===== src/pll_ctl_pkg.sv =====
package pll_ctl_pkg;

    // ****************************************
    // Register offsets
    // ****************************************
    localparam logic [7:0] ADDR_LOOP_CONTROL = 8'h36;
    localparam logic [7:0] ADDR_BANDWIDTH_CONTROL = 8'h37;
    localparam logic [7:0] ADDR_MULTIPLIER_HIGH = 8'h38;
    localparam logic [7:0] ADDR_MULTIPLIER_LOW = 8'h39;
    localparam logic [7:0] ADDR_VCO_LINEAR_RANGE = 8'h3A;
    localparam logic [7:0] ADDR_REFERENCE_DIVIDER = 8'h3B;

    // ****************************************
    // Field positions
    // ****************************************
    localparam int BIT_IRQ_ENABLE = 7;
    localparam int BIT_IRQ_FLAG = 6;
    localparam int BIT_LOOP_ON = 5;
    localparam int BIT_BASE_SEL = 4;
    localparam int BIT_PRE_LO = 2;
    localparam int BIT_VPR_LO = 0;
    localparam int BIT_AUTO = 7;
    localparam int BIT_LOCK = 6;
    localparam int BIT_ACQ = 5;

    // ****************************************
    // Reset values
    // ****************************************
    localparam logic [11:0] RESET_MULTIPLIER = 12'h040;
    localparam logic [7:0] RESET_LINEAR_RANGE = 8'h40;
    localparam logic [3:0] RESET_REF_DIVIDER = 4'h1;
    localparam logic RESET_LOOP_ON = 1'b1;

    // ****************************************
    // Timing of the clock switch
    // ****************************************
    localparam int SWITCH_SOURCE_CYCLES = 3;

    typedef struct packed {
        logic [7:0] addr;
        logic [7:0] wdata;
        logic wr;
        logic rd;
    } bus_req_t;

    typedef enum logic [1:0] {
        SW_IDLE = 2'b00,
        SW_OLD = 2'b01,
        SW_NEW = 2'b10
    } switch_state_t;

endpackage

===== src/pll_config_lock_control.sv =====
// Implementation choice: the address-and-strobe port.
`timescale 1ns/10ps
// Overview of operation
// - Loop-off ignored while VCO selected; VCO select ignored while loop off.
// - Prescaler field, two bits, reset clear, write-blocked while loop on.
// - VCO power-of-two range field, reset clear, write-blocked while loop on.
// - Bandwidth mode bit: 1 automatic, 0 manual, reset manual.
// - Lock bit reads lock in automatic mode, zero in manual mode.
// - Acquisition bit is status in automatic, control in manual; reset track.
// - Manual acquisition value is kept and restored when manual resumes.
// - Feedback multiplier zero acts as one; reset value 64.
// - Multiplier bytes ignore writes while loop on.
// - Upper four multiplier-high bits read zero.
// - Linear range register write-blocked while loop on; reset 64.
// - Zero linear range disables loop and forces base select clear.
// - Reference divider zero acts as one; reset one; write-blocked while on.
// - Automatic mode: flag sets on each lock change; request needs enable and flag.
// - Manual mode: interrupts blocked, enable reads zero unwritable, flag reads zero.
// - A read of loop control clears the interrupt flag unless a lock change sets it in the same cycle.
// - Base clock out is half the source; switch holds output a few cycles.
module pll_config_lock_control (
    input wire logic CLOCK,
    input wire logic RST,
    input wire logic [7:0] ADDR,
    input wire logic [7:0] WDATA,
    input wire logic WR,
    input wire logic RD,
    output logic [7:0] RDATA,
    input wire logic LOCK_IN,
    input wire logic TRACK_IN,
    input wire logic CRYSTAL_CLOCK,
    input wire logic VCO_CLOCK,
    output logic BASE_CLOCK_OUT,
    output logic LOOP_ENABLE,
    output logic AUTO_MODE,
    output logic ACQ_N_TRACK_OUT,
    output logic [1:0] PRESCALER_SEL,
    output logic [1:0] VCO_POW2_RANGE,
    output logic [11:0] FEEDBACK_MULTIPLIER,
    output logic [7:0] VCO_LINEAR_RANGE_BITS,
    output logic [3:0] REF_DIVIDER_BITS,
    output logic IRQ
);

    // ****************************************
    // Register state
    // ****************************************
    pll_ctl_pkg::bus_req_t req;
    logic irq_enable, next_irq_enable;
    logic irq_flag, next_irq_flag;
    logic loop_on, next_loop_on;
    logic base_sel, next_base_sel;
    logic [1:0] prescaler, next_prescaler;
    logic [1:0] pow2_range, next_pow2_range;
    logic auto_mode, next_auto_mode;
    logic acq_shadow, next_acq_shadow;
    logic lock_seen, next_lock_seen;
    logic [11:0] multiplier, next_multiplier;
    logic [7:0] linear_range, next_linear_range;
    logic [3:0] ref_div, next_ref_div;
    logic [7:0] next_rdata;
    logic [7:0] rdata;
    logic lock_bit;
    logic wr_ctl;

    assign req = '{addr: ADDR, wdata: WDATA, wr: WR, rd: RD};
    assign lock_bit = auto_mode & LOCK_IN;
    assign wr_ctl = req.wr && (req.addr == pll_ctl_pkg::ADDR_LOOP_CONTROL);

    always_comb begin
        next_irq_enable = irq_enable;
        next_irq_flag = irq_flag;
        next_loop_on = loop_on;
        next_base_sel = base_sel;
        next_prescaler = prescaler;
        next_pow2_range = pow2_range;
        next_auto_mode = auto_mode;
        next_acq_shadow = acq_shadow;
        next_multiplier = multiplier;
        next_linear_range = linear_range;
        next_ref_div = ref_div;
        next_lock_seen = lock_bit;
        next_rdata = 8'h00;
        if (req.wr) begin
            case (req.addr)
                pll_ctl_pkg::ADDR_LOOP_CONTROL: begin
                    if (auto_mode) begin
                        next_irq_enable = req.wdata[pll_ctl_pkg::BIT_IRQ_ENABLE];
                    end
                    // Loop-off refused while VCO is selected
                    if (!(base_sel && !req.wdata[pll_ctl_pkg::BIT_LOOP_ON])) begin
                        next_loop_on = req.wdata[pll_ctl_pkg::BIT_LOOP_ON];
                    end
                    // Select uses the stored loop state, so two writes are needed
                    if (req.wdata[pll_ctl_pkg::BIT_BASE_SEL]) begin
                        if (loop_on && (linear_range != 8'h00)) begin
                            next_base_sel = 1'b1;
                        end
                    end else begin
                        next_base_sel = 1'b0;
                    end
                    if (!loop_on) begin
                        next_prescaler = req.wdata[pll_ctl_pkg::BIT_PRE_LO +: 2];
                        next_pow2_range = req.wdata[pll_ctl_pkg::BIT_VPR_LO +: 2];
                    end
                end
                pll_ctl_pkg::ADDR_BANDWIDTH_CONTROL: begin
                    next_auto_mode = req.wdata[pll_ctl_pkg::BIT_AUTO];
                    if (!auto_mode) begin
                        next_acq_shadow = req.wdata[pll_ctl_pkg::BIT_ACQ];
                    end
                end
                pll_ctl_pkg::ADDR_MULTIPLIER_HIGH: begin
                    if (!loop_on) begin
                        next_multiplier[11:8] = req.wdata[3:0];
                    end
                end
                pll_ctl_pkg::ADDR_MULTIPLIER_LOW: begin
                    if (!loop_on) begin
                        next_multiplier[7:0] = req.wdata;
                    end
                end
                pll_ctl_pkg::ADDR_VCO_LINEAR_RANGE: begin
                    if (!loop_on) begin
                        next_linear_range = req.wdata;
                    end
                end
                pll_ctl_pkg::ADDR_REFERENCE_DIVIDER: begin
                    if (!loop_on) begin
                        next_ref_div = req.wdata[3:0];
                    end
                end
                default: begin
                end
            endcase
        end
        if (linear_range == 8'h00) begin
            next_base_sel = 1'b0;
        end
        if (!auto_mode) begin
            next_irq_enable = 1'b0;
        end
        // Read clears, a lock change sets and wins over the clear
        if (req.rd && (req.addr == pll_ctl_pkg::ADDR_LOOP_CONTROL)) begin
            next_irq_flag = 1'b0;
        end
        if (auto_mode && (lock_bit != lock_seen)) begin
            next_irq_flag = 1'b1;
        end
        if (!auto_mode) begin
            next_irq_flag = 1'b0;
        end
        if (req.rd) begin
            case (req.addr)
                pll_ctl_pkg::ADDR_LOOP_CONTROL: begin
                    next_rdata = {irq_enable, irq_flag & auto_mode, loop_on, base_sel,
                                  prescaler, pow2_range};
                end
                pll_ctl_pkg::ADDR_BANDWIDTH_CONTROL: begin
                    next_rdata = {auto_mode, lock_bit, ACQ_N_TRACK_OUT, 5'h00};
                end
                pll_ctl_pkg::ADDR_MULTIPLIER_HIGH: begin
                    next_rdata = {4'h0, multiplier[11:8]};
                end
                pll_ctl_pkg::ADDR_MULTIPLIER_LOW: begin
                    next_rdata = multiplier[7:0];
                end
                pll_ctl_pkg::ADDR_VCO_LINEAR_RANGE: begin
                    next_rdata = linear_range;
                end
                pll_ctl_pkg::ADDR_REFERENCE_DIVIDER: begin
                    next_rdata = {4'h0, ref_div};
                end
                default: begin
                    next_rdata = 8'h00;
                end
            endcase
        end
    end

    always_ff @(posedge CLOCK) begin
        if (RST) begin
            irq_enable <= 1'b0;
            irq_flag <= 1'b0;
            loop_on <= pll_ctl_pkg::RESET_LOOP_ON;
            base_sel <= 1'b0;
            prescaler <= 2'h0;
            pow2_range <= 2'h0;
            auto_mode <= 1'b0;
            acq_shadow <= 1'b0;
            lock_seen <= 1'b0;
            multiplier <= pll_ctl_pkg::RESET_MULTIPLIER;
            linear_range <= pll_ctl_pkg::RESET_LINEAR_RANGE;
            ref_div <= pll_ctl_pkg::RESET_REF_DIVIDER;
            rdata <= 8'h00;
        end else begin
            irq_enable <= next_irq_enable;
            irq_flag <= next_irq_flag;
            loop_on <= next_loop_on;
            base_sel <= next_base_sel;
            prescaler <= next_prescaler;
            pow2_range <= next_pow2_range;
            auto_mode <= next_auto_mode;
            acq_shadow <= next_acq_shadow;
            lock_seen <= next_lock_seen;
            multiplier <= next_multiplier;
            linear_range <= next_linear_range;
            ref_div <= next_ref_div;
            rdata <= next_rdata;
        end
    end

    // ****************************************
    // Outputs to the analog loop
    // ****************************************
    assign RDATA = rdata;
    assign LOOP_ENABLE = loop_on && (linear_range != 8'h00);
    assign AUTO_MODE = auto_mode;
    assign ACQ_N_TRACK_OUT = auto_mode ? TRACK_IN : acq_shadow;
    assign PRESCALER_SEL = prescaler;
    assign VCO_POW2_RANGE = pow2_range;
    assign FEEDBACK_MULTIPLIER = (multiplier == 12'h000) ? 12'h001 : multiplier;
    assign VCO_LINEAR_RANGE_BITS = linear_range;
    assign REF_DIVIDER_BITS = (ref_div == 4'h0) ? 4'h1 : ref_div;
    assign IRQ = irq_enable && irq_flag && auto_mode;

    // ****************************************
    // Base clock switch
    // ****************************************
    // Sources are sampled on CLOCK; the output holds while the old and then
    // the new source each give three rising edges.
    pll_ctl_pkg::switch_state_t sw_state, next_sw_state;
    logic [1:0] xs, vs, next_xs, next_vs;
    logic active_sel, next_active_sel;
    logic [1:0] edge_cnt, next_edge_cnt;
    logic base_out, next_base_out;
    logic src_rise;
    logic src_now;

    assign src_now = active_sel ? vs[0] : xs[0];
    assign src_rise = src_now & ~(active_sel ? vs[1] : xs[1]);

    always_comb begin
        next_xs = {xs[0], CRYSTAL_CLOCK};
        next_vs = {vs[0], VCO_CLOCK};
        next_sw_state = sw_state;
        next_active_sel = active_sel;
        next_edge_cnt = edge_cnt;
        next_base_out = base_out;
        case (sw_state)
            pll_ctl_pkg::SW_IDLE: begin
                if (base_sel != active_sel) begin
                    next_sw_state = pll_ctl_pkg::SW_OLD;
                    next_edge_cnt = 2'd0;
                end else if (src_rise) begin
                    next_base_out = ~base_out;
                end
            end
            pll_ctl_pkg::SW_OLD: begin
                if (src_rise) begin
                    if (edge_cnt == 2'(pll_ctl_pkg::SWITCH_SOURCE_CYCLES - 1)) begin
                        next_sw_state = pll_ctl_pkg::SW_NEW;
                        next_active_sel = ~active_sel;
                        next_edge_cnt = 2'd0;
                    end else begin
                        next_edge_cnt = edge_cnt + 2'd1;
                    end
                end
            end
            pll_ctl_pkg::SW_NEW: begin
                if (src_rise) begin
                    if (edge_cnt == 2'(pll_ctl_pkg::SWITCH_SOURCE_CYCLES - 1)) begin
                        next_sw_state = pll_ctl_pkg::SW_IDLE;
                    end else begin
                        next_edge_cnt = edge_cnt + 2'd1;
                    end
                end
            end
            default: begin
                next_sw_state = pll_ctl_pkg::SW_IDLE;
            end
        endcase
    end

    always_ff @(posedge CLOCK) begin
        if (RST) begin
            xs <= 2'h0;
            vs <= 2'h0;
            sw_state <= pll_ctl_pkg::SW_IDLE;
            active_sel <= 1'b0;
            edge_cnt <= 2'd0;
            base_out <= 1'b0;
        end else begin
            xs <= next_xs;
            vs <= next_vs;
            sw_state <= next_sw_state;
            active_sel <= next_active_sel;
            edge_cnt <= next_edge_cnt;
            base_out <= next_base_out;
        end
    end

    assign BASE_CLOCK_OUT = base_out;

    // ****************************************
    // Checks
    // ****************************************
    property p_sel_needs_loop;
        @(posedge CLOCK) disable iff (RST) base_sel |-> loop_on;
    endproperty
    a_sel_needs_loop: assert property (p_sel_needs_loop) else $error("select without loop");

    property p_sel_needs_range;
        @(posedge CLOCK) disable iff (RST)
            (linear_range == 8'h00) |=> !base_sel;
    endproperty
    a_sel_needs_range: assert property (p_sel_needs_range) else $error("select with zero range");

    property p_pre_locked;
        @(posedge CLOCK) disable iff (RST) loop_on |=> $stable(prescaler) && $stable(pow2_range);
    endproperty
    a_pre_locked: assert property (p_pre_locked) else $error("prescaler changed while on");

    property p_mul_locked;
        @(posedge CLOCK) disable iff (RST)
            loop_on |=> $stable(multiplier) && $stable(linear_range) && $stable(ref_div);
    endproperty
    a_mul_locked: assert property (p_mul_locked) else $error("divider changed while on");

    property p_manual_irq;
        @(posedge CLOCK) disable iff (RST) !auto_mode |=> !irq_enable && !IRQ;
    endproperty
    a_manual_irq: assert property (p_manual_irq) else $error("irq in manual mode");

    property p_lock_flag;
        @(posedge CLOCK) disable iff (RST)
            (auto_mode && (lock_bit != lock_seen)) |=> irq_flag;
    endproperty
    a_lock_flag: assert property (p_lock_flag) else $error("lock change missed");

    property p_read_clear;
        @(posedge CLOCK) disable iff (RST)
            (RD && ADDR == pll_ctl_pkg::ADDR_LOOP_CONTROL && !(lock_bit != lock_seen))
            |=> !irq_flag;
    endproperty
    a_read_clear: assert property (p_read_clear) else $error("flag not cleared by read");

    property p_mulh_read;
        @(posedge CLOCK) disable iff (RST)
            (RD && ADDR == pll_ctl_pkg::ADDR_MULTIPLIER_HIGH) |=> RDATA[7:4] == 4'h0;
    endproperty
    a_mulh_read: assert property (p_mulh_read) else $error("upper bits nonzero");

    property p_lock_manual;
        @(posedge CLOCK) disable iff (RST)
            (RD && ADDR == pll_ctl_pkg::ADDR_BANDWIDTH_CONTROL && !auto_mode)
            |=> !RDATA[pll_ctl_pkg::BIT_LOCK];
    endproperty
    a_lock_manual: assert property (p_lock_manual) else $error("lock read in manual");

    property p_switch_hold;
        @(posedge CLOCK) disable iff (RST)
            (sw_state != pll_ctl_pkg::SW_IDLE) |=> $stable(BASE_CLOCK_OUT);
    endproperty
    a_switch_hold: assert property (p_switch_hold) else $error("output moved in switch");

endmodule


===== config.mk =====
export PLATFORM = sky130hd
export DESIGN_NAME = pll_config_lock_control
export DESIGN_NICKNAME = d
export VERILOG_FILES = /design/src/pll_ctl_pkg.sv /design/src/pll_config_lock_control.sv
export SDC_FILE = /design/constraint.sdc
export NUM_CORES = 1
export LEC_CHECK = 0
export ABC_AREA = 1
export ABC_CLOCK_PERIOD_IN_PS = 2430
export BUFFER_PORTS_ARGS = -buffer_cell sky130_fd_sc_hd__buf_2
export CORE_MARGIN = 4
export CORE_UTILIZATION = 55
export CTS_CLUSTER_SIZE = 10
export DETAILED_ROUTE_END_ITERATION = 7
export PLACE_DENSITY = 0.82
export SYNTH_ARGS = -nofsm -noshare
export SYNTH_HDL_FRONTEND = slang
export SYNTH_SLANG_ARGS = --single-unit
export TNS_END_PERCENT = 100

===== constraint.sdc =====
create_clock -name CLOCK -period 2.43 [get_ports CLOCK]
set_input_delay 0.243 -clock CLOCK [delete_from_list [all_inputs] [get_ports CLOCK]]
set_output_delay 0.243 -clock CLOCK [all_outputs]
set_load 0.02 [all_outputs]

* Word level (Yosys, flattened, before mapping)
Index checks and enable logic that the tools add are counted.
W data, S select, Z words.
** Operators by class
- Muxes and demuxes :: 22
- Add/subtract/negate cells :: 1
- Bitwise logic cells :: 11
- Reduce and logical (&&, ||, !) cells :: 31
- Equal/unequal tests :: 18
** Operators with widths (count)
- $eq A8 B6 Y1 const B :: 6
- $pmux W8 S6 :: 1
- $reduce_and A3 Y1 :: 10
- $mux W2 :: 10
- $logic_not A12 Y1 :: 1
- $mux W12 :: 1
- $ne A2 B2 Y1 const B :: 6
- $pmux W2 S3 :: 2
- $reduce_and A5 Y1 :: 2
- $logic_not A8 Y1 :: 1
- $not A1 Y1 :: 8
- $reduce_bool A8 Y1 :: 1
- $mux W1 :: 7
- $logic_and A1 B1 Y1 :: 6
- $reduce_or A2 Y1 :: 3
- $eq A2 B2 Y1 const B :: 2
- $logic_not A4 Y1 :: 1
- $mux W4 :: 1
- $reduce_and A2 Y1 :: 2
- $and A1 B1 Y1 :: 3
- $reduce_bool A3 Y1 :: 1
- $add A2 B1 Y2 const B :: 1
- $eq A2 B1 Y1 const B :: 1
- $logic_not A2 Y1 :: 1
- 4 further kinds :: 5
** Storage, ports and cells
- Register bits :: 53
- Logic and storage cells :: 103

* Longest topological paths before layout
- Depth after elaboration :: 5
- Gate-level depth with buffers :: 8
- Gate-level depth less buffers :: 8

* Least setup slack after synthesis
No wires, ideal clock.
- Kind :: reg2reg
- From :: register sw_state[1]
- To :: register edge_cnt[0]
- Path buffers :: 0
- Stages on the path, launching flop included :: 8
- Data arrival time :: 1.341 ns
- Required time :: 2.313 ns
- Period minus slack after synthesis :: 1.457 ns
- Setup slack :: 0.973 ns
- Cell sequence :: dfxtp_1 > inv_1 > ha_1 > or2_2 > nand3_1 > nand3_1 > o21ai_0 > nor2_1
** Between the ends
- Longest elaborated chain between the ends :: 3
- Elaborated cells between the ends (all ways) :: 10
** Ends and longest elaborated chain
- start: declaration :: line pll_config_lock_control.sv:232 : pll_ctl_pkg::switch_state_t sw_state, next_sw_state;
- start signal: assignment :: line pll_config_lock_control.sv:289 : sw_state <= pll_ctl_pkg::SW_IDLE;
- start signal: assignment :: line pll_config_lock_control.sv:296 : sw_state <= next_sw_state;
- $eq A2 B2 Y1, or another cell as far along :: line pll_config_lock_control.sv:250 : case (sw_state)
- $ne A2 B2 Y1 (no line) or $reduce_bool A3 Y1 (tied branches)
- $reduce_and A5 Y1 (no line)
- end signal: assignment :: line pll_config_lock_control.sv:298 : edge_cnt <= next_edge_cnt;
- end: declaration :: line pll_config_lock_control.sv:235 : logic [1:0] edge_cnt, next_edge_cnt;
Several ways; a longest one is shown, not always the timed one.
A chain may end at the register's enable or synchronous reset.

* Final worst setup path
- From :: register multiplier[4]
- To :: output port FEEDBACK_MULTIPLIER[0]
** Between the ends
- Longest elaborated chain between the ends :: 2
** Ends and longest elaborated chain
- start: declaration :: line pll_config_lock_control.sv:58 : logic [11:0] multiplier, next_multiplier;
- start signal: assignment :: line pll_config_lock_control.sv:192 : multiplier <= pll_ctl_pkg::RESET_MULTIPLIER;
- start signal: assignment :: line pll_config_lock_control.sv:206 : multiplier <= next_multiplier;
- $logic_not A12 Y1 :: line pll_config_lock_control.sv:222 : assign FEEDBACK_MULTIPLIER = (multiplier == 12'h000) ? 12'h001 : multiplier;
- $mux W12 :: line pll_config_lock_control.sv:222
- end: declaration :: line pll_config_lock_control.sv:39 : output logic [11:0] FEEDBACK_MULTIPLIER,
No other way between the ends.

==> summary.txt <==
RUN STATUS
----------------------------------------------------------------------------------------------------
Result of the run                                                                       finished clean

WORST SETUP PATH
----------------------------------------------------------------------------------------------------
Data arrival time of the critical path                                                       1390 ps
Setup CP Type                                                                                reg2out
Max Fanout on Critical Path                                                                        3
Crit path capture type                                                                    output pin
CP Launch Type                                                                             flip-flop
Data required time of the worst path                                                         2190 ps

POWER AND IR DROP
----------------------------------------------------------------------------------------------------
Power Dens Cells                                                                          515 nW/µm²
LEAKAGE                                                                                      1.40 nW
Worst voltage drop across the vdd grid                                                      0.308 mV
Power after layout                                                                         0.00157 W

CELLS AND AREA
----------------------------------------------------------------------------------------------------
Utilization after layout                                                                       64.7%
Final cell count without fillers                                                                 491
Final-stage net count                                                                            455
Antenna cells                                                                                      0
Fraction of layout cells with a size suffix above 1                                            21.7%
Area added between synthesis and finish                                                        14.3%

ROUTING
----------------------------------------------------------------------------------------------------
Length of the first detailed-routing pass in iterations                                            4
Via density per instance                                                                        5.30
Wire per inst                                                                                13.5 µm
Drt total wl                                                                                 6630 µm
Vias post-DR                                                                                    2602
First-iteration detailed-routing DRC count                                                       256
Post-route DRC                                                                                     0
DRT antenna net count                                                                              0

CLOCKING
----------------------------------------------------------------------------------------------------
Clock buffers created by TritonCTS                                                                 5
Maximum root-to-sink buffer count                                                                  2
Post-CTS sizing                                                                                    0
Sink Count                                                                                        53
# Post-CTS Setup Buffers                                                                           0
Hold bufs inserted after CTS                                                                       0
Root Buffer                                                                             sky130_fd_sc_hd__clkbuf_8
H-tree levels                                                                                      2
TritonCTS clock tree                                                                            done
Clock-pin slew reported for the worst setup and hold paths after clock tree synthesis         100 ps
Worst skew pair latency                                                                       320 ps

PLACE
----------------------------------------------------------------------------------------------------
Placed cell count                                                                                483
Quantity of I/O buffers inserted on ports                                                         64
Worst Setup Slack post-DPL                                                                    720 ps
Global placer's final weighted congestion                                                      0.893
Post-DP HPWL                                                                                 4900 µm

GLOBAL ROUTE
----------------------------------------------------------------------------------------------------
Remaining global-route overflow                                                                    0
Maximum number of pins on one net before global-route repair                                      38
First-pass GRT wire length                                                                  11000 µm
Via count of the first global-routing pass                                                      2452
GRT Total Usage                                                                                22.6%
Initial antenna violation count                                                                    0

SYNTH
----------------------------------------------------------------------------------------------------
Number of flops mapped to enable cells by yosys                                                    0
Synth Instances                                                                                  375
Commonest cells post-synth                                                              59 x sky130_fd_sc_hd__nand2_1, 53 x sky130_fd_sc_hd__dfxtp_1, 47 x sky130_fd_sc_hd__nor2_1
Asr flop ratio synth                                                                              0%
Share of the synthesized area in the top cell type                                             39.7%
Most common cell in the netlist                                                         sky130_fd_sc_hd__nand2_1
Total of warnings raised by yosys                                                                  0
Most instantiated flip-flop cell in the synthesis netlist                               sky130_fd_sc_hd__dfxtp_1
Synthesized net count                                                                            407
Flip-flop and latch count after synthesis                                                         53
Syn Std Cell Area                                                                           2670 µm²
Post-synthesis cell type with the largest combined area                                 sky130_fd_sc_hd__dfxtp_1
Portion of the post-synthesis area used by sequential elements                                 39.7%
Number of distinct standard cells referenced by the synthesized netlist                           29
Per-instance average area after synthesis                                                   7.12 µm²
Top area cells in the synthesized netlist                                               sky130_fd_sc_hd__dfxtp_1 40%, sky130_fd_sc_hd__nand2_1 8.3%, sky130_fd_sc_hd__nand3_1 7.5%

TIMING
----------------------------------------------------------------------------------------------------
Worst clock skew on the final layout                                                         15.1 ps
Final critical-path required period                                                          1630 ps
Count of final max-slew check failures                                                             0
Max Clock Freq                                                                             0.613 GHz
Slew at the pin closest to its max-slew limit                                                 680 ps
Final setup fails                                                                                  0
Number of hold violations in the final report                                                      0
Total Neg Setup Slack                                                                           0 ps
Final worst setup slack                                                                       798 ps
Slew HR                                                                                        54.6%
Share of the clock period used by the worst path                                               67.2%
Unrepaired setup endpoints after global routing                                                false

FLOORPLANNING
----------------------------------------------------------------------------------------------------
Die height                                                                                   77.7 µm
Total Die Area                                                                              6040 µm²
Floorplan row count                                                                               25
Area inside the core boundary                                                               4720 µm²
Ports placed on the boundary                                                                      65
Starting utilization of the core area                                                          56.6%
Width of the chip                                                                            77.7 µm

WORST HOLD PATH
----------------------------------------------------------------------------------------------------
Worst hold-check path type                                                                    in2reg

RUN
----------------------------------------------------------------------------------------------------
Max-cap violations                                                                                 0

## critical path, cell delays in order, from the launching register on
cell and delay (ps):
sky130_fd_sc_hd__dfxtp_1 340, sky130_fd_sc_hd__nor4_1 370, sky130_fd_sc_hd__nand3_1 120, sky130_fd_sc_hd__nand2_1 80
sky130_fd_sc_hd__buf_2 160
## sequential cells by signal, indices dropped and copies added, names as in the netlist
signal / count
acq_shadow: 1
loop_on: 1
xs: 2
base_sel: 1
irq_enable: 1
AUTO_MODE: 1
ref_div: 4
VCO_POW2_RANGE: 2
edge_cnt: 2
RDATA: 8
VCO_LINEAR_RANGE_BITS: 8
vs: 2
sw_state: 2
active_sel: 1
PRESCALER_SEL: 2
multiplier: 12
lock_seen: 1
BASE_CLOCK_OUT: 1
irq_flag: 1
## path summary, 6_finish.rpt
path	cells past startpoint	to	slack, ps	startpoint
setup / recovery	4	FEEDBACK_MULTIPLIER[0]	800	multiplier[4]
hold reg to reg	2	vs[1]	430	vs[0]
hold / removal	3	vs[0]	130	VCO_CLOCK
setup reg to reg	7	edge_cnt[1]	800	sw_state[1]
## per-layer routing
metal,vias up,track usage [%],wire length [µm]
li1,1305,-,-
met1,1169,28.8,2850
met2,110,36.6,3090
met3,18,4.87,517
met4,0,9.96,178
met5,-,0,0
## metrics by stage
stage,instance area [µm²],hold slack (ps)
detailed placement,2960,416
global placement,2960,412
floorplan,2670,343
CTS,3050,127
finish,3050,131
global route,3050,149
## report_power, final
| part | switching (W) | internal, W | total [W] |
|---|---|---|---|
| registers | 0.00000865 | 0.000881 | 0.000890 |
| clock network | 0.000291 | 0.000231 | 0.000522 |
| logic | 0.000106 | 0.0000543 | 0.000160 |
## area by class of cell
cell class | count | area, µm²
Clock buffer | 6 | 82.6
Clock inverter | 2 | 13.8
Fill cell | 424 | 1670
Inverter | 45 | 169
Multi-Input combinational cell | 254 | 1320
Sequential cell | 53 | 1060
Tap cell | 67 | 83.8
Timing Repair Buffer | 64 | 320
## cells by family after synthesis
logic type	Yosys count	synth area share [%]
and+or+nand+nor	179	32.9
buffers and inverters	68	10.7
AOI/OAI and AO/OA	67	12.9
DFF	53	39.7
adders and majority gates	8	3.75
## cell usage in the layout (no fill, tap or decap)
cell,n
sky130_fd_sc_hd__nor4_1,3
sky130_fd_sc_hd__a22o_1,1
sky130_fd_sc_hd__dfxtp_1,53
sky130_fd_sc_hd__inv_1,45
sky130_fd_sc_hd__clkbuf_8,6
sky130_fd_sc_hd__nand2_2,2
sky130_fd_sc_hd__nor2_1,47
sky130_fd_sc_hd__nor2_2,1
sky130_fd_sc_hd__o211ai_1,1
sky130_fd_sc_hd__ha_1,8
sky130_fd_sc_hd__nand2_4,2
sky130_fd_sc_hd__nor2_4,6
sky130_fd_sc_hd__a21oi_1,34
sky130_fd_sc_hd__a31oi_1,1
sky130_fd_sc_hd__nand2_1,59
sky130_fd_sc_hd__clkinv_2,1
sky130_fd_sc_hd__buf_2,64
sky130_fd_sc_hd__nor2_8,1
sky130_fd_sc_hd__and2_2,1
sky130_fd_sc_hd__nand3b_1,1
sky130_fd_sc_hd__nand4_1,8
sky130_fd_sc_hd__or2_2,2
sky130_fd_sc_hd__nand3_2,5
sky130_fd_sc_hd__nand3_1,40
sky130_fd_sc_hd__o21ai_0,21
sky130_fd_sc_hd__clkinv_4,1
sky130_fd_sc_hd__nor3_1,1
sky130_fd_sc_hd__o21ai_1,8
sky130_fd_sc_hd__o21bai_1,1
No activity file was read; power rests on OpenSTA's default activity.
